## config.mk

```make
export PLATFORM = sky130hd
export DESIGN_NAME = msfm_fault_manager
export DESIGN_NICKNAME = d
export VERILOG_FILES = /design/src/msfm_pkg.sv /design/src/msfm_fault_manager.sv /design/src/msfm_sync.sv
export SDC_FILE = /design/constraint.sdc
export NUM_CORES = 1
export LEC_CHECK = 0
export ABC_AREA = 1
export BUFFER_PORTS_ARGS = -buffer_cell sky130_fd_sc_hd__buf_2
export CAP_MARGIN = 5
export CORE_ASPECT_RATIO = 1.25
export CORE_MARGIN = 1
export CORE_UTILIZATION = 40
export CTS_CLUSTER_SIZE = 10
export DETAILED_ROUTE_END_ITERATION = 8
export GPL_TIMING_DRIVEN = 0
export PLACE_DENSITY = 0.75
export SYNTH_ARGS = -nofsm -noshare
export SYNTH_HDL_FRONTEND = slang
export SYNTH_SLANG_ARGS = --single-unit
```

## constraint.sdc

```tcl
create_clock -name clk -period 1.9 [get_ports clk]
set_input_delay 0.095 -clock clk [delete_from_list [all_inputs] [get_ports clk]]
set_output_delay 0.095 -clock clk [all_outputs]
set_load 0.02 [all_outputs]
```

## src/msfm_pkg.sv

```systemverilog
// package: fault types, action codes and carrier structs of the motion safety fault manager
`default_nettype none
package msfm_pkg;
    localparam int NUM_FAULTS = 6;
    // fault type indices
    localparam int F_POS_LIMIT = 0;
    localparam int F_NEG_LIMIT = 1;
    localparam int F_POS_ERROR = 2;
    localparam int F_VEL_ERROR = 3;
    localparam int F_OVERLOAD = 4;
    localparam int F_SW_STOP = 5;
    // action codes
    typedef enum logic [1:0] {
        ACT_STOP = 2'h0,
        ACT_STOP_NO_OUT = 2'h1,
        ACT_DISABLE = 2'h2,
        ACT_RSVD = 2'h3
    } msfm_action_e;
    // per-fault configuration
    typedef struct packed {
        logic [NUM_FAULTS-1:0] enable;
        logic [NUM_FAULTS-1:0] has_input;
        logic [NUM_FAULTS*2-1:0] action;
    } msfm_cfg_s;
    // motion status from the move generator
    typedef struct packed {
        logic move_start;
        logic moving_pos;
        logic moving_neg;
        logic encoder_present;
        logic stepper;
        logic force_full;
    } msfm_motion_s;
    localparam logic [NUM_FAULTS-1:0] FAULTS_NONE = 6'h00;
endpackage
`default_nettype wire

```

## src/msfm_fault_manager.sv

```systemverilog
// motion safety fault manager: fault detection, actions, clearing and outputs
// Function
// RL1: a high assigned input raises its fault; unchecked types never fault
// RL2: stop-without-output acts as stop-motion but keeps fault output off
// RL3: disable-motor cuts drive power until enable cycle or power cycle
// RL4: positive limit fault; under stop-motion cleared by negative motion
// RL5: negative limit fault; under stop-motion cleared by positive motion
// RL6: with encoder, position error fault when deviation beyond allowed distance
// RL7: under stop-motion position error clears when the next move begins
// RL8: stepper below full force silences position error on output and status
// RL9: velocity error fault when velocity exceeds configured maximum
// RL10: overload fault when accumulated power usage exceeds maximum
// RL11: software stop faults while input high; stop-motion clears when low
// RL12: no motion may start while software stop fault is uncleared
// RL13: disable-motor software stop clears only after input low then enable cycle
// RL14: controller clears disabling faults by enable low then high
// RL15: stop from a safety fault decelerates at the maximum deceleration
// RL16: no priority; the newest fault's action sets the outputs
// RL17: later stop-without-output fault turns the fault output off
// RL18: later stop-without-output after disable keeps motor disabled, output off
// RL19: a fault type with no digital input is unconfigurable, never raised
// RL20: each fault type holds enable bit and two-bit action code
`timescale 1ns/10ps
`default_nettype none
module msfm_fault_manager #(
    parameter int NF = msfm_pkg::NUM_FAULTS
) (
    // clock and reset
    input wire logic clk,
    input wire logic srst,
    // raw fault pins, asynchronous to clk
    input wire logic [NF-1:0] fault_pin,
    // enable pin from the controller, asynchronous
    input wire logic enable_pin,
    // network enable command, one-cycle pulse on clk
    input wire logic net_enable_cmd,
    // configuration and motion status
    input wire msfm_pkg::msfm_cfg_s cfg,
    input wire msfm_pkg::msfm_motion_s motion,
    input wire logic move_request,
    // outputs
    output logic fault_out,
    output logic motor_enabled,
    output logic stop_max_decel,
    output logic move_allowed,
    output logic [NF-1:0] fault_status
);
    // ----------------------------------------------------------------
    // input synchronisation
    // ----------------------------------------------------------------
    logic [NF:0] pins_sync;
    logic [NF-1:0] cond;
    logic enable_sync;
    logic enable_prev;
    logic enable_cycle;

    msfm_sync #(.WIDTH(NF + 1)) u_sync (
        .clk(clk),
        .srst(srst),
        .d({enable_pin, fault_pin}),
        .q(pins_sync)
    );

    assign enable_sync = pins_sync[NF];

    // the synchroniser reads low for two edges after reset; hold the previous
    // value high until it has filled so reset is not taken for an enable cycle
    logic [1:0] sync_fill;

    always_ff @(posedge clk) begin
        if (srst) begin
            sync_fill <= '0;
            enable_prev <= 1'b1;
        end else begin
            sync_fill <= {sync_fill[0], 1'b1};
            enable_prev <= sync_fill[1] ? enable_sync : 1'b1;
        end
    end

    // rising edge of enable means it was lowered then raised [RL14]
    assign enable_cycle = (enable_sync && !enable_prev) || net_enable_cmd;

    function automatic msfm_pkg::msfm_action_e act_of(input logic [NF*2-1:0] a,
                                                      input int i);
        act_of = msfm_pkg::msfm_action_e'(a[i*2 +: 2]);
    endfunction

    // position error silenced on stepper below full force [RL8]
    logic pe_silenced;
    assign pe_silenced = motion.stepper && !motion.force_full;

    // ----------------------------------------------------------------
    // fault conditions and per-type latches
    // ----------------------------------------------------------------
    logic [NF-1:0] active;
    logic [NF-1:0] latched;
    logic [NF-1:0] rise;
    logic [NF-1:0] clr;
    logic [NF-1:0] latched_disable;
    logic [NF-1:0] cond_prev;

    genvar g;
    generate
        for (g = 0; g < NF; g++) begin : g_fault
            // only enabled types with an input can fault [RL1] [RL19] [RL20]
            assign active[g] = cfg.enable[g] && cfg.has_input[g];
            if (g == msfm_pkg::F_POS_ERROR) begin : g_pe
                assign cond[g] = active[g] && pins_sync[g] && motion.encoder_present
                                 && !pe_silenced; // [RL6] [RL8]
            end else begin : g_other
                assign cond[g] = active[g] && pins_sync[g]; // [RL1] [RL9] [RL10]
            end
            assign rise[g] = cond[g] && !cond_prev[g] && !latched[g];
        end
    endgenerate

    // clear terms per fault type
    always_comb begin
        clr = '0;
        for (int i = 0; i < NF; i++) begin
            if (act_of(cfg.action, i) == msfm_pkg::ACT_DISABLE) begin
                if (i == msfm_pkg::F_SW_STOP) begin
                    clr[i] = enable_cycle && !pins_sync[i]; // [RL13]
                end else begin
                    clr[i] = enable_cycle && !cond[i]; // [RL3]
                end
            end else begin
                case (i)
                    msfm_pkg::F_POS_LIMIT: clr[i] = motion.moving_neg; // [RL4]
                    msfm_pkg::F_NEG_LIMIT: clr[i] = motion.moving_pos; // [RL5]
                    msfm_pkg::F_POS_ERROR: clr[i] = motion.move_start; // [RL7]
                    msfm_pkg::F_SW_STOP: clr[i] = !pins_sync[i]; // [RL11]
                    default: clr[i] = !cond[i];
                endcase
            end
        end
    end

    always_ff @(posedge clk) begin
        if (srst) begin
            cond_prev <= '0;
        end else begin
            cond_prev <= cond;
        end
    end

    // set wins over clear
    always_ff @(posedge clk) begin
        if (srst) begin
            latched <= '0;
            latched_disable <= '0;
        end else begin
            for (int i = 0; i < NF; i++) begin
                if (cond[i]) begin
                    latched[i] <= 1'b1;
                    latched_disable[i] <= (act_of(cfg.action, i) == msfm_pkg::ACT_DISABLE);
                end else if (clr[i]) begin
                    latched[i] <= 1'b0;
                    latched_disable[i] <= 1'b0;
                end
            end
        end
    end

    // ----------------------------------------------------------------
    // newest-fault action and outputs
    // ----------------------------------------------------------------
    // simultaneous new faults: the highest index counts as newest
    logic [NF-1:0] next_fault_status;
    logic new_fault;
    msfm_pkg::msfm_action_e new_act;

    always_comb begin
        new_fault = 1'b0;
        new_act = msfm_pkg::ACT_STOP;
        for (int i = 0; i < NF; i++) begin
            if (rise[i]) begin
                new_fault = 1'b1;
                new_act = act_of(cfg.action, i);
            end
        end
        next_fault_status = latched;
    end

    logic motor_disabled;

    always_ff @(posedge clk) begin
        if (srst) begin
            fault_out <= 1'b0;
        end else if (new_fault) begin
            // last fault decides, no priority [RL16] [RL17] [RL2]
            fault_out <= (new_act != msfm_pkg::ACT_STOP_NO_OUT);
        end else if (latched == msfm_pkg::FAULTS_NONE) begin
            fault_out <= 1'b0;
        end
    end

    always_ff @(posedge clk) begin
        if (srst) begin
            motor_disabled <= 1'b0;
        end else if (new_fault && new_act == msfm_pkg::ACT_DISABLE) begin
            motor_disabled <= 1'b1; // [RL3]
        end else if (enable_cycle && !(|(latched_disable & ~clr))) begin
            // a later stop-without-output fault leaves it disabled [RL18]
            motor_disabled <= 1'b0;
        end
    end

    always_ff @(posedge clk) begin
        if (srst) begin
            fault_status <= '0;
        end else begin
            fault_status <= next_fault_status;
        end
    end

    assign motor_enabled = !motor_disabled;
    // stop at max decel while a stop-type fault stands and the motor is not disabled [RL15]
    assign stop_max_decel = |(latched & ~latched_disable) && !motor_disabled;
    // no start while software stop uncleared [RL12]
    assign move_allowed = move_request && !latched[msfm_pkg::F_SW_STOP]
                          && !motor_disabled && !stop_max_decel;

    // ----------------------------------------------------------------
    // assertions
    // ----------------------------------------------------------------
    a_unchecked_silent: assert property (@(posedge clk) disable iff (srst)
        !active[msfm_pkg::F_VEL_ERROR] |-> ##1 !latched[msfm_pkg::F_VEL_ERROR]) // [RL1]
        else $error("unchecked fault type latched");
    a_no_input_never: assert property (@(posedge clk) disable iff (srst)
        !cfg.has_input[msfm_pkg::F_OVERLOAD] |-> !cond[msfm_pkg::F_OVERLOAD]) // [RL19]
        else $error("fault without input raised");
    a_nout_off: assert property (@(posedge clk) disable iff (srst)
        new_fault && new_act == msfm_pkg::ACT_STOP_NO_OUT |=> !fault_out) // [RL17]
        else $error("fault output on after stop-without-output fault");
    a_stop_out_on: assert property (@(posedge clk) disable iff (srst)
        new_fault && new_act == msfm_pkg::ACT_STOP |=> fault_out) // [RL16]
        else $error("fault output off after stop fault");
    a_disable_holds: assert property (@(posedge clk) disable iff (srst)
        new_fault && new_act == msfm_pkg::ACT_DISABLE |=> !motor_enabled) // [RL3]
        else $error("motor not disabled");
    a_stays_disabled: assert property (@(posedge clk) disable iff (srst)
        !motor_enabled && !enable_cycle |=> !motor_enabled) // [RL18]
        else $error("motor re-enabled without enable cycle");
    a_swstop_blocks: assert property (@(posedge clk) disable iff (srst)
        latched[msfm_pkg::F_SW_STOP] |-> !move_allowed) // [RL12]
        else $error("move allowed during software stop");
    a_pe_silenced: assert property (@(posedge clk) disable iff (srst)
        pe_silenced |-> !cond[msfm_pkg::F_POS_ERROR]) // [RL8]
        else $error("position error not silenced");
    a_limit_clear: assert property (@(posedge clk) disable iff (srst)
        latched[msfm_pkg::F_POS_LIMIT] && !cond[msfm_pkg::F_POS_LIMIT] && motion.moving_neg
        && act_of(cfg.action, msfm_pkg::F_POS_LIMIT) == msfm_pkg::ACT_STOP
        |=> !latched[msfm_pkg::F_POS_LIMIT]) // [RL4]
        else $error("positive limit not cleared");
    a_status_follow: assert property (@(posedge clk) disable iff (srst)
        cond[msfm_pkg::F_SW_STOP] |-> ##2 fault_status[msfm_pkg::F_SW_STOP]) // [RL11]
        else $error("software stop status missing");

    c_disable: cover property (@(posedge clk) new_fault && new_act == msfm_pkg::ACT_DISABLE);
    c_override: cover property (@(posedge clk) fault_out ##[1:20] (new_fault
        && new_act == msfm_pkg::ACT_STOP_NO_OUT));
    c_reenable: cover property (@(posedge clk) !motor_enabled ##1 motor_enabled);
endmodule // msfm_fault_manager
`default_nettype wire

```

## src/msfm_sync.sv

```systemverilog
// two-flop synchroniser bank for fault and enable inputs coming from pins
`timescale 1ns/10ps
`default_nettype none
module msfm_sync #(
    parameter int WIDTH = 1
) (
    // clock and reset
    input wire logic clk,
    input wire logic srst,
    // data
    input wire logic [WIDTH-1:0] d,
    output logic [WIDTH-1:0] q
);
    logic [WIDTH-1:0] meta;

    always_ff @(posedge clk) begin
        if (srst) begin
            meta <= '0;
            q <= '0;
        end else begin
            meta <= d;
            q <= meta;
        end
    end
endmodule // msfm_sync
`default_nettype wire

```

# Yosys cells after proc, flatten, opt, wreduce, memory -nomap -nowiden
# Cells that the tools add are included.
[op_classes] add_sub_neg=0 multipliers=0 div_mod_pow=0 order_cmp=0 eq_ne=8 shift=0 muxes=41 bitwise=5 n_reduce_logical=77
[op_table] cell="1-bit logical AND" count=40
[op_table] cell="1-bit two-way mux" count=35
[op_table] cell="1-bit logical NOT" count=24
[op_table] cell="2-bit nonzero test" count=8
[op_table] cell="2-bit == test, second input constant" count=7
[op_table] cell="6-bit bitwise AND" count=2
[op_table] cell="2-bit two-way mux" count=6
[op_table] cell="6-bit inverter" count=2
[op_table] cell="6-bit OR reduction" count=2
[op_table] cell="6-bit logical NOT" count=1
[op_table] cell="2-bit by 1-bit != test with 1-bit output, second input constant" count=1
[op_table] cell="2-bit OR reduction" count=1
[op_table] cell="1-bit logical OR" count=1
[op_table] cell="1-bit inverter" count=1
[totals] register_bits=43 latch_bits=0 ramBits=0 rom_bits=0 input_bits=41 wordCells=152 memories=0

# Depth between registers and ports, before layout
# Gate-level depths: netlist (run 1).
[depth] ltp_word=14 ltp_mapped=11

# Modules after synthesis
# A second synthesis (run 1) with hierarchy kept.
[hier_totals] cells_unflattened=237 area_unflattened_um2=1796.7
[by_module_without_submodules] module="msfm_fault_manager" n_inst=1 cells_per_inst=194 area_each_um2=1400.1 seq_area_each_um2=580.6
[by_module_without_submodules] module="msfm_sync" n_inst=1 cells_per_inst=43 area_each_um2=396.6 seq_area_each_um2=280.3

# Worst setup path before layout (run 1)
# No wires, ideal clock.
[synth_timing] path_type="reg-to-output" from="reg latched[5]" to="out move_allowed" arrival_ns=1.308 required_time_ns=1.805 path_slack_ns=0.497 stages_incl_launch_ff=5 n_path_buf=0 cell_sequence="dfxtp_1 > inv_1 > or2_2 > a31oi_1 > nor2_1"
[synth_between] elab_chain_len=5 word_cells_on_any_way=8 cone_classes="1 x bitwise; 7 x reduce/logical"
[synth_rtl] element="from (decl)" line_no="msfm_fault_manager.sv:96" rtl="logic [NF-1:0] latched;"
[synth_rtl] element="from (signal assigned)" line_no="msfm_fault_manager.sv:150" rtl="latched <= '0;"
[synth_rtl] element="from (signal, indexed assignment)" line_no="msfm_fault_manager.sv:155" rtl="latched[i] <= 1'b1;"
[synth_rtl] element="from (signal, indexed assignment)" line_no="msfm_fault_manager.sv:158" rtl="latched[i] <= 1'b0;"
[synth_rtl] element="6-bit bitwise AND" line_no="msfm_fault_manager.sv:219" rtl="assign stop_max_decel = |(latched & ~latched_disable) && !motor_disabled;"
[synth_rtl] element="6-bit OR reduction" line_no="msfm_fault_manager.sv:219"
[synth_rtl] element="1-bit logical AND" line_no="msfm_fault_manager.sv:219"
[synth_rtl] element="named net stop_max_decel" line_no="msfm_fault_manager.sv:44" rtl="output logic stop_max_decel,"
[synth_rtl] element="1-bit logical NOT" line_no="msfm_fault_manager.sv:222" rtl="&& !motor_disabled && !stop_max_decel;"
[synth_rtl] element="1-bit logical AND" line_no="msfm_fault_manager.sv:222"
[synth_rtl] element="to (decl)" line_no="msfm_fault_manager.sv:45" rtl="output logic move_allowed,"
# The timed path passes the listed nets, and every way through them passes these cells.

# Final worst setup path (run 1)
[layout_timing] from="reg latched[5]" to="out move_allowed"
[layout_between] elab_chain_len=5 word_cells_on_any_way=8 cone_classes="1 x bitwise; 7 x reduce/logical"
[layout_rtl] element="6-bit bitwise AND" line_no="msfm_fault_manager.sv:219"
[layout_rtl] element="6-bit OR reduction" line_no="msfm_fault_manager.sv:219"
[layout_rtl] element="1-bit logical AND" line_no="msfm_fault_manager.sv:219"
[layout_rtl] element="1-bit logical NOT" line_no="msfm_fault_manager.sv:222"
[layout_rtl] element="1-bit logical AND *" line_no="msfm_fault_manager.sv:222"
# Mark *: on every way between the ends. The rest lies on a longest branch, timed or not.

==> results of run 1 <==
[power by group]
group / internal (mW) / switching (mW) / total (mW)
logic: 0.0777 / 0.0986 / 0.176
clock network: 0.296 / 0.310 / 0.607
registers: 0.924 / 0.00955 / 0.934
[synthesized netlist by cell type]
master | number | area (µm²)
buf_2 | 1 | 5.00
o21bai_1 | 1 | 7.51
o21ai_2 | 1 | 8.76
or2_2 | 1 | 6.26
nor3_4 | 1 | 16.3
nor2_4 | 2 | 22.5
a31o_2 | 2 | 17.5
nand2_2 | 1 | 6.26
o21ai_0 | 4 | 20.0
clkbuf_1 | 1 | 3.75
nor2_1 | 45 | 169
nand3_2 | 5 | 50.1
o21bai_4 | 1 | 18.8
o22ai_1 | 4 | 25.0
a31oi_1 | 3 | 18.8
buf_1 | 1 | 3.75
nor2_2 | 1 | 6.26
nand3b_1 | 1 | 7.51
inv_1 | 47 | 176
o31ai_1 | 3 | 22.5
a21oi_1 | 3 | 15.0
a21oi_2 | 2 | 17.5
dfxtp_1 | 43 | 861
nand4_1 | 5 | 31.3
nand2_1 | 43 | 161
a22oi_1 | 1 | 7.51
nand3_1 | 13 | 65.1
inv_2 | 2 | 7.51
[routing by layer]
layer	global-route usage	up-vias	part of all wire
met4	0.0800	0	0.017
met1	0.226	750	0.43
met2	0.342	31	0.52
met3	0.0407	7	0.033
li1	-	867	-
met5	0	-	0
[layout make-up]
| class | instances | share of cell area |
|---|---|---|
| buffer | 3 | 0.00552 |
| sequential | 43 | 0.380 |
| multi-input combinational | 143 | 0.318 |
| tap | 56 | 0.0309 |
| clock inverter | 2 | 0.00717 |
| clock buffer | 6 | 0.0364 |
| timing repair buffer | 57 | 0.141 |
| inverter | 49 | 0.0811 |
[critical path, delay by kind of cell, from the launching register on]
kind	cells	cell delay (ns)
flip-flops	1	0.31
AO/OA/AOI/OAI	1	0.22
buffers and inverters	2	0.26
AND/OR/NAND/NOR	2	0.36
[sequential cells by signal, indices dropped and copies added (netlist names)]
register         cells
motor_disabled       1
latched              6
fault_out            1
cond_prev            6
enable_prev          1
sync_fill            2
u_sync.q             7
latched_disable      6
u_sync.meta          7
fault_status         6
[final timing paths]
check                             to  slack (ns)  cells past startpoint
hold / removal    latched_disable[3]        0.06                      4
hold reg to reg          enable_prev        0.39                      1
setup reg to reg      motor_disabled        0.44                     11
setup / recovery        move_allowed        0.36                      5
[what timing repair did]
action | in CTS | in global routing
endpoints found under the setup margin | 0 | 0
endpoints found under the hold margin | 7 | 0
hold buffers | 7 | 0
[per-stage QoR]
| stage | area [µm²] | hold WS, ns | std cells |
|---|---|---|---|
| floorplan | 1780 | 0.179 | 238 |
| global placement | 2100 | 0.293 | 344 |
| detailed placement | 2100 | 0.305 | 344 |
| CTS | 2270 | 0.0492 | 359 |
| global route | 2270 | 0.0625 | 359 |
| finish | 2270 | 0.0620 | 359 |
[kinds of logic after synthesis]
kind of cell,after synthesis
and+or+nand+nor,118
buffers and inverters,52
DFF,43
AOI/OAI and AO/OA,25
==> results.sh, run 1 <==
export IMPL_status="finished clean"
export IMPL_num_vias=1655
export IMPL_drc_errors=0
export IMPL_grt_first_pass_wirelength_um=6870
export IMPL_layout_drive_gt1_share=0.257
export IMPL_synth_simple_gate_area_share=0.305
export IMPL_crit_start="latched[5]"
export IMPL_synth_top_family_by_area="simple AND/OR/NAND/NOR gates"
export IMPL_multi_input_area_um2=721
export IMPL_routedWlPerCell_um=11.2
export IMPL_clkTransAtPathRegs_ns=0.08
export IMPL_hold_violations=0
export IMPL_initial_core_util=0.427
export IMPL_final_util=0.544
export IMPL_die_width_um=61.6
export IMPL_synth_distinct_cells=28
export IMPL_cts_sinks=43
export IMPL_ir_drop_uv=633
export IMPL_gp_congestion=0.835
export IMPL_ys_ff_latch=43
export IMPL_setup_worst_path_start_class="flop"
export IMPL_setup_viol=0
export IMPL_tritoncts="done"
export IMPL_ys_seq_area_frac=0.484
export IMPL_maxCapViolCount=0
export IMPL_cts_setup_buffers=0
export IMPL_slew_violations=0
export IMPL_n_antenna_cell=0
export IMPL_cp_cell_sequence="inv_1 -> or2_2 -> a31oi_1 -> nor2_1 -> buf_2"
export IMPL_fmax_mhz=651
export IMPL_boundaryPins=51
export IMPL_grt_pass1_vias=1606
export IMPL_cp_max_fo=6
export IMPL_fin_crit_sh=0.809
export IMPL_fin_tns_setup_ns=0
export IMPL_die_h_um=76.5
export IMPL_synthToLayoutAreaGrowth_pct=27.5
export IMPL_dr_first_iter_drc_count=54
export IMPL_setup_slack_ns=0.364
export IMPL_cts_made_buffers=5
export IMPL_grt_total_usage=0.198
export IMPL_drt_wl_total_um=4030
export IMPL_io_buffers=50
export IMPL_skew_ns=0.00795
export IMPL_final_common_cell="buf_2"
export IMPL_cts_max_path_buffers=2
export IMPL_yosys_warnings=0
export IMPL_dp_hpwl_um=3100
export IMPL_p_leak_nw=1.10
export IMPL_num_fill_cells=426
export IMPL_required_ns=1.80
export IMPL_regArea_um2=861
export IMPL_syn_avg_cell_area_um2=7.47
export IMPL_hp_class="input port to flop"
export IMPL_tightest_slew_ns=0.581
export IMPL_cts_root_buf="clkbuf_8"
export IMPL_dieArea_mm2=0.00472
export IMPL_clock_latency_ns=0.30
export IMPL_layout_min_cycle_time_ns=1.54
export IMPL_synthAdderAreaFrac=0
export IMPL_nets=343
export IMPL_core_mm2=0.00416
export IMPL_cts_repair_resized=0
export IMPL_synth_xor_area_share=0
export IMPL_finalPower_mw=1.72
export IMPL_grt_max_degree=15
export IMPL_timing_rr_start="u_sync.q[6]"
export IMPL_worstPathArrival_ns=1.44
export IMPL_synth_compound_area_frac=0.101
export IMPL_via_per_inst=4.61
export IMPL_pwr_density_cell_mw_per_mm2=757
export IMPL_antenna_found_initial=0
export IMPL_final_cell_mix="51 x buf_2, 47 x inv_1, 45 x nor2_1"
export IMPL_drtAntennaViolNets=0
export IMPL_synth_cells=238
export IMPL_worstHoldStart="cfg[6]"
export IMPL_crit_type="flop to primary output"
export IMPL_slowest_delay_ns=0.31
export IMPL_place_ws_ns=0.478
export IMPL_slowest_stage="dfxtp_1"
export IMPL_grt_ovfl_total=0
export IMPL_ctsHtreeMaxLevel=2
export IMPL_row_count=26
export IMPL_synth_nets=279
export IMPL_max_slew_margin_rel=0.612
export IMPL_syn_cell_area_mm2=0.00178
export IMPL_synth_mux_area_frac=0
export IMPL_critPathCaptureType="primary output"
export IMPL_drtPass1Iterations=5
export IMPL_rsz0062_at_grt="false"
(Power assumes the default switching activity.)
==> run 2, diff against run 1 <==
--- a/config.mk
+++ b/config.mk
@@ -5,7 +5,7 @@
 export SDC_FILE = /design/constraint.sdc
 export NUM_CORES = 1
 export LEC_CHECK = 0
-export ABC_AREA = 1
+export ABC_AREA = 0
 export BUFFER_PORTS_ARGS = -buffer_cell sky130_fd_sc_hd__buf_2
 export CAP_MARGIN = 5
 export CORE_ASPECT_RATIO = 1.25
@@ -14,7 +14,7 @@
 export CTS_CLUSTER_SIZE = 10
 export DETAILED_ROUTE_END_ITERATION = 8
 export GPL_TIMING_DRIVEN = 0
-export PLACE_DENSITY = 0.75
+export PLACE_DENSITY = 0.76
 export SYNTH_ARGS = -nofsm -noshare
 export SYNTH_HDL_FRONTEND = slang
 export SYNTH_SLANG_ARGS = --single-unit
==> constraint.sdc (replaced) <==
create_clock -name clk -period 1.43 [get_ports clk]
set_input_delay 0.0715 -clock clk [delete_from_list [all_inputs] [get_ports clk]]
set_output_delay 0.0715 -clock clk [all_outputs]
set_load 0.02 [all_outputs]
==> run 2 against run 1 <==
Against the previous run:
- the flow now finishes with violations (setup timing)
- wire length up 8.1%
- clock power up 61%
- register-to-register slack worse by 0.65 ns
- worst setup slack worse by 0.58 ns
- global-route usage up 1.3 points
- via count down 2.2%
- combinational power up 46%
==> results.sh, run 2 <==
export IMPL_tritoncts="done"
export IMPL_fin_crit_sh=1.15
export IMPL_r2r_end="motor_disabled"
export IMPL_initial_core_util=0.417
export IMPL_dr_first_iter_drc_count=45
export IMPL_final_cell_mix="48 x buf_2, 32 x dfxtp_1, 18 x nor2_1"
export IMPL_syn_cell_area_mm2=0.00170
export IMPL_p_leak_nw=1.06
export IMPL_antenna_found_initial=0
export IMPL_drc_errors=0
export IMPL_rsz0062_at_grt="true"
export IMPL_place_ws_ns=-0.356
export IMPL_final_common_cell="buf_2"
export IMPL_drtAntennaViolNets=0
export IMPL_die_h_um=74.8
export IMPL_timing_rr_start="u_sync.q[3]"
export IMPL_violations="setup timing"
export IMPL_cts_sinks=43
export IMPL_grt_total_usage=0.211
export IMPL_place_area_mm2=0.00202
export IMPL_ys_flop_type="dfxtp_1"
export IMPL_drt_wl_total_um=4350
export IMPL_synth_top_area_share=0.507
export IMPL_grt_pass1_vias=1571
export IMPL_ctsHtreeMaxLevel=2
export IMPL_boundaryPins=51
export IMPL_reg_largest_list="u_sync.meta x7, u_sync.q x7"
export IMPL_cp_max_fo=4
export IMPL_row_count=26
export IMPL_routedWlPerCell_um=13.7
export IMPL_dp_hpwl_um=2860
export IMPL_ir_drop_uv=654
export IMPL_dieArea_mm2=0.00451
export IMPL_setup_viol=2
export IMPL_cts_root_buf="clkbuf_8"
export IMPL_num_vias=1619
export IMPL_critPathCaptureType="flop"
export IMPL_regToRegSetupSlack_ns=-0.21
export IMPL_skew_ns=0.00823
export IMPL_core_mm2=0.00407
export IMPL_maxCapViolCount=0
export IMPL_syn_avg_cell_area_um2=9.17
export IMPL_io_buffers=50
export IMPL_worstPathArrival_ns=1.87
export IMPL_die_width_um=60.3
export IMPL_status="complete, but fails checks"
export IMPL_clkTransAtPathRegs_ns=0.08
export IMPL_slew_violations=0
export IMPL_grt_max_degree=14
export IMPL_crit_type="flop to flop"
export IMPL_grt_first_pass_wirelength_um=6910
export IMPL_synth_common_cells="43 x dfxtp_1, 19 x nor2_1, 17 x nor2b_1"
export IMPL_fmax_mhz=609
export IMPL_yosysMostFrequentCell="dfxtp_1"
export IMPL_gp_congestion=0.938
export IMPL_setup_worst_path_start_class="flop"
export IMPL_layout_drive_gt1_share=0.431
export IMPL_drtPass1Iterations=4
export IMPL_num_fill_cells=357
export IMPL_tightest_slew_ns=0.595
export IMPL_setup_slack_ns=-0.213
export IMPL_n_antenna_cell=0
export IMPL_clock_latency_ns=0.30
export IMPL_yosysTopAreaCell="dfxtp_1"
export IMPL_layout_min_cycle_time_ns=1.64
export IMPL_required_ns=1.66
export IMPL_yosys_top_cells_area="dfxtp_1 51%, nor2b_1 6.3%, nor2_1 4.2%"
export IMPL_synth_edf_count=0
export IMPL_cts_max_path_buffers=2
export IMPL_worstRegToRegCells=7
export IMPL_min_to="sync_fill[0]"
export IMPL_synthToLayoutAreaGrowth_pct=45.9
export IMPL_yosys_warnings=0
export IMPL_hp_class="input port to flop"
export IMPL_ys_ff_latch=43
export IMPL_via_per_inst=5.09
export IMPL_ys_seq_area_frac=0.507
export IMPL_synth_nets=226
export IMPL_hold_violations=0
export IMPL_worstHoldStart="srst"
export IMPL_grt_ovfl_total=0
export IMPL_max_slew_margin_rel=0.603
export IMPL_nets=302
export IMPL_synth_distinct_cells=44
export IMPL_pwr_density_cell_mw_per_mm2=999
export IMPL_async_flop_share=0
export IMPL_whs_path_depth=2
export IMPL_final_cell_area_mm2=0.00248
export IMPL_cts_made_buffers=5
export IMPL_synth_cells=185
## run 2: cell types whose count changed in the layout (fill, tap and decap cells not counted), sizes merged, moves of 3 or more
| cell | delta |
|---|---|
| nor2 | -29 |
| nor3 | +3 |
| inv | -37 |
| or3 | +3 |
| clkbuf | +4 |
| nand3 | -10 |
| a21oi | +9 |
| nand2 | -33 |
| nor2b | +17 |
| buf | +8 |
| nand2b | +4 |
| nand4 | -3 |
| and3 | +3 |
## run 2: cell families after synthesis
| group | count (synthesis) | synth area share |
|---|---|---|
| mux | 2 | 0.0118 |
| buf+inv | 17 | 0.0376 |
| simple gates | 85 | 0.299 |
| compound gates | 38 | 0.145 |
| flops | 43 | 0.507 |
## run 2: worst max-delay path, cell delays in order, from the launching register on
cell and delay [ns]:
dfxtp_2 0.36, nand3_4 0.08, or3_4 0.35, o21ai_2 0.06
a31oi_1 0.07, a211o_1 0.26, a211o_1 0.29, a21oi_2 0.11
## run 2: layout make-up
| cell class | count | area (µm²) | area share |
|---|---|---|---|
| multi-input combinational | 125 | 908 | 0.367 |
| sequential | 43 | 882 | 0.356 |
| timing repair buffer | 69 | 428 | 0.173 |
| clock buffer | 6 | 82.6 | 0.0334 |
| tap | 56 | 70.1 | 0.0283 |
| inverter | 12 | 50.0 | 0.0202 |
| clock inverter | 2 | 35.0 | 0.0141 |
| buffer | 5 | 20.0 | 0.00808 |
## run 2: how the worst max path moves through the flow
stage / start / slack [ns] / cells after the start / endpoint
5_1_grt: u_sync.q[6] / -0.25 / 6 / motor_disabled
6_report: u_sync.q[3] / -0.21 / 7 / motor_disabled
4_1_cts: u_sync.q[3] / -0.22 / 7 / motor_disabled
2_1_floorplan: u_sync.q[3] / -0.10 / 7 / motor_disabled
3_5_place_dp: u_sync.q[0] / -0.36 / 7 / motor_disabled
3_3_place_gp: u_sync.q[0] / -0.36 / 7 / motor_disabled
## run 2: repair_timing
action	CTS	global route
setup endpoints to repair	12	12
hold buffers	9	0
endpoints found under the hold margin	9	0
gates cloned	0	0
pin swaps	5	9
gates resized for setup	23	26
setup buffers	7	3
## run 2: report_power, final
group          total (mW)  internal, mW  switching (mW)
Clock               0.979         0.565           0.414
Combinational       0.257         0.128           0.129
Sequential           1.24          1.22          0.0151
Total                2.47          1.92           0.558
## run 2: stage by stage
stage / setup TNS [ns] / hold WS [ns] / cells / power [mW] / utilization
after floorplan: -0.115 / 0.148 / 185 / 1.37 / -
after global placement: -0.976 / 0.275 / 291 / 1.46 / 0.497
after detailed placement: -0.877 / 0.278 / 291 / 1.47 / 0.497
after CTS: -0.334 / 0.00863 / 315 / 2.47 / 0.578
after global routing: -0.530 / 0.0270 / 318 / 2.57 / 0.609
final: -0.358 / 0.0120 / 318 / 2.47 / 0.609
## run 2: metal layers
metal  wire [µm]  vias to the layer above  GRT usage  share of wire
met5           0                        -          0              0
met4         110                        0     0.0904          0.025
met3         225                       13     0.0515          0.052
met2        2230                       64      0.379           0.51
met1        1790                      743      0.233           0.41
li1            -                      799          -              -
==> run 3, diff against run 2 <==
--- a/config.mk
+++ b/config.mk
@@ -15,6 +15,7 @@
 export DETAILED_ROUTE_END_ITERATION = 8
 export GPL_TIMING_DRIVEN = 0
 export PLACE_DENSITY = 0.76
+export RECOVER_POWER = 100
 export SYNTH_ARGS = -nofsm -noshare
 export SYNTH_HDL_FRONTEND = slang
 export SYNTH_SLANG_ARGS = --single-unit
==> run 3 against run 2 <==
Against the previous run:
- the flow still finishes with violations (setup timing)
- sequential share of layout area barely moved
- combinational power about the same
- sequential power barely moved
- non-clock buffer count did not move
- die area stayed put
- largest cell class unchanged
- largest power group unchanged
- highest routed layer unchanged
==> results.sh, run 3 (synthesis gave the netlist of run 2 again) <==
export IMPL_dp_hpwl_um=2860
export IMPL_grt_max_degree=14
export IMPL_setup_worst_path_start_class="flop"
export IMPL_fmax_mhz=609
export IMPL_skew_ns=0.00823
export IMPL_slew_violations=0
export IMPL_drtPass1Iterations=4
export IMPL_reg_largest_list="u_sync.meta x7, u_sync.q x7"
export IMPL_cts_max_path_buffers=2
export IMPL_die_width_um=60.3
export IMPL_core_mm2=0.00407
export IMPL_dieArea_mm2=0.00451
export IMPL_cts_sinks=43
export IMPL_violations="setup timing"
export IMPL_dr_first_iter_drc_count=45
export IMPL_synthToLayoutAreaGrowth_pct=45.9
export IMPL_final_common_cell="buf_2"
export IMPL_grt_total_usage=0.211
export IMPL_pwr_density_cell_mw_per_mm2=1000
export IMPL_fin_crit_sh=1.15
export IMPL_antenna_found_initial=0
export IMPL_routedWlPerCell_um=13.7
export IMPL_hold_violations=0
export IMPL_layout_min_cycle_time_ns=1.64
export IMPL_cts_made_buffers=5
export IMPL_place_ws_ns=-0.356
export IMPL_row_count=26
export IMPL_clock_latency_ns=0.30
export IMPL_p_seq_frac=0.500
export IMPL_grt_first_pass_wirelength_um=6910
export IMPL_num_vias=1619
export IMPL_worstHoldStart="srst"
export IMPL_grt_pass1_vias=1571
export IMPL_crit_start="u_sync.q[3]"
export IMPL_clkPwrFrac=0.396
export IMPL_n_antenna_cell=0
export IMPL_p_leak_nw=1.06
export IMPL_final_cell_mix="48 x buf_2, 33 x dfxtp_1, 18 x nor2_1"
export IMPL_crit_type="flop to flop"
export IMPL_grt_ovfl_total=0
export IMPL_tritoncts="done"
export IMPL_layout_drive_gt1_share=0.427
export IMPL_cp_max_fo=4
export IMPL_ir_drop_uv=654
export IMPL_status="complete, but fails checks"
export IMPL_clkTransAtPathRegs_ns=0.08
export IMPL_setup_viol=2
export IMPL_nets=302
export IMPL_gp_congestion=0.938
export IMPL_timing_rr_start="u_sync.q[3]"
export IMPL_drtAntennaViolNets=0
export IMPL_initial_core_util=0.417
export IMPL_rsz0062_at_grt="true"
export IMPL_via_per_inst=5.09
export IMPL_tightest_slew_ns=0.595
export IMPL_power_switching_uw=558
export IMPL_required_ns=1.66
export IMPL_ctsHtreeMaxLevel=2
export IMPL_io_buffers=50
export IMPL_die_h_um=74.8
export IMPL_critPathCaptureType="flop"
export IMPL_boundaryPins=51
export IMPL_max_slew_margin_rel=0.603
export IMPL_whs_ns=0.0120
export IMPL_setup_slack_ns=-0.213
export IMPL_worstPathArrival_ns=1.87
export IMPL_hp_class="input port to flop"
export IMPL_maxCapViolCount=0
export IMPL_comb_power_share=0.104
export IMPL_cts_root_buf="clkbuf_8"
export IMPL_switching_share=0.226
export IMPL_drt_wl_total_um=4350
export IMPL_drc_errors=0
export IMPL_p_int_mw=1.92
run 3: cell count changes in the layout (fill, tap and decap cells not counted):
cell,change
dfxtp_2,-1
dfxtp_1,+1
run 3: worst paths after layout:
path / cells past startpoint / slack (ns) / endpoint
setup reg to reg: 7 / -0.21 / motor_disabled
setup / recovery: 7 / -0.21 / motor_disabled
hold reg to reg: 1 / 0.37 / enable_prev
hold / removal: 2 / 0.01 / sync_fill[0]
run 3: metal layers:
| metal | part of all wire | wire length (µm) | track usage |
|---|---|---|---|
| met1 | 0.41 | 1790 | 0.233 |
| met2 | 0.51 | 2230 | 0.379 |
| met3 | 0.052 | 225 | 0.0515 |
| met4 | 0.025 | 110 | 0.0904 |
| met5 | 0 | 0 | 0 |
run 3: metrics by stage:
| step | cell area [µm²] | power (mW) | utilization | cells | setup TNS [ns] |
|---|---|---|---|---|---|
| after floorplan | 1700 | 1.37 | - | 185 | -0.115 |
| after global placement | 2020 | 1.46 | 0.497 | 291 | -0.976 |
| after detailed placement | 2020 | 1.47 | 0.497 | 291 | -0.877 |
| after CTS | 2350 | 2.47 | 0.578 | 315 | -0.334 |
| after global routing | 2470 | 2.57 | 0.609 | 318 | -0.561 |
| final | 2470 | 2.47 | 0.609 | 318 | -0.358 |
run 3: area by class of cell:
type / instances / area [µm²]
fill: 358 / 1590
multi-input combinational: 125 / 908
sequential: 43 / 881
timing repair buffer: 69 / 428
clock buffer: 6 / 82.6
tap: 56 / 70.1
inverter: 12 / 50.0
clock inverter: 2 / 35.0
buffer: 5 / 20.0
run 3: power groups by stage:
stage	combinational (mW)	clock, mW	sequential, mW
detailed placement	0.200	0	1.27
global placement	0.197	0	1.27
floorplan	0.0993	0	1.27
finish	0.257	0.979	1.24
CTS	0.235	0.991	1.24
global route	0.279	1.05	1.24
run 3: worst max-delay path, cell delays in order (launching register included):
cell	delay (ns)
dfxtp_2	0.36
nand3_4	0.08
or3_4	0.35
o21ai_2	0.06
a31oi_1	0.07
a211o_1	0.26
a211o_1	0.29
a21oi_2	0.11
run 3: timing repair:
item,4_1_cts,5_1_grt
setup endpoints to repair,12,12
setup buffers,7,3
pin swaps,5,9
endpoints found under the hold margin,9,0
gates resized for setup,23,26
hold buffers,9,0
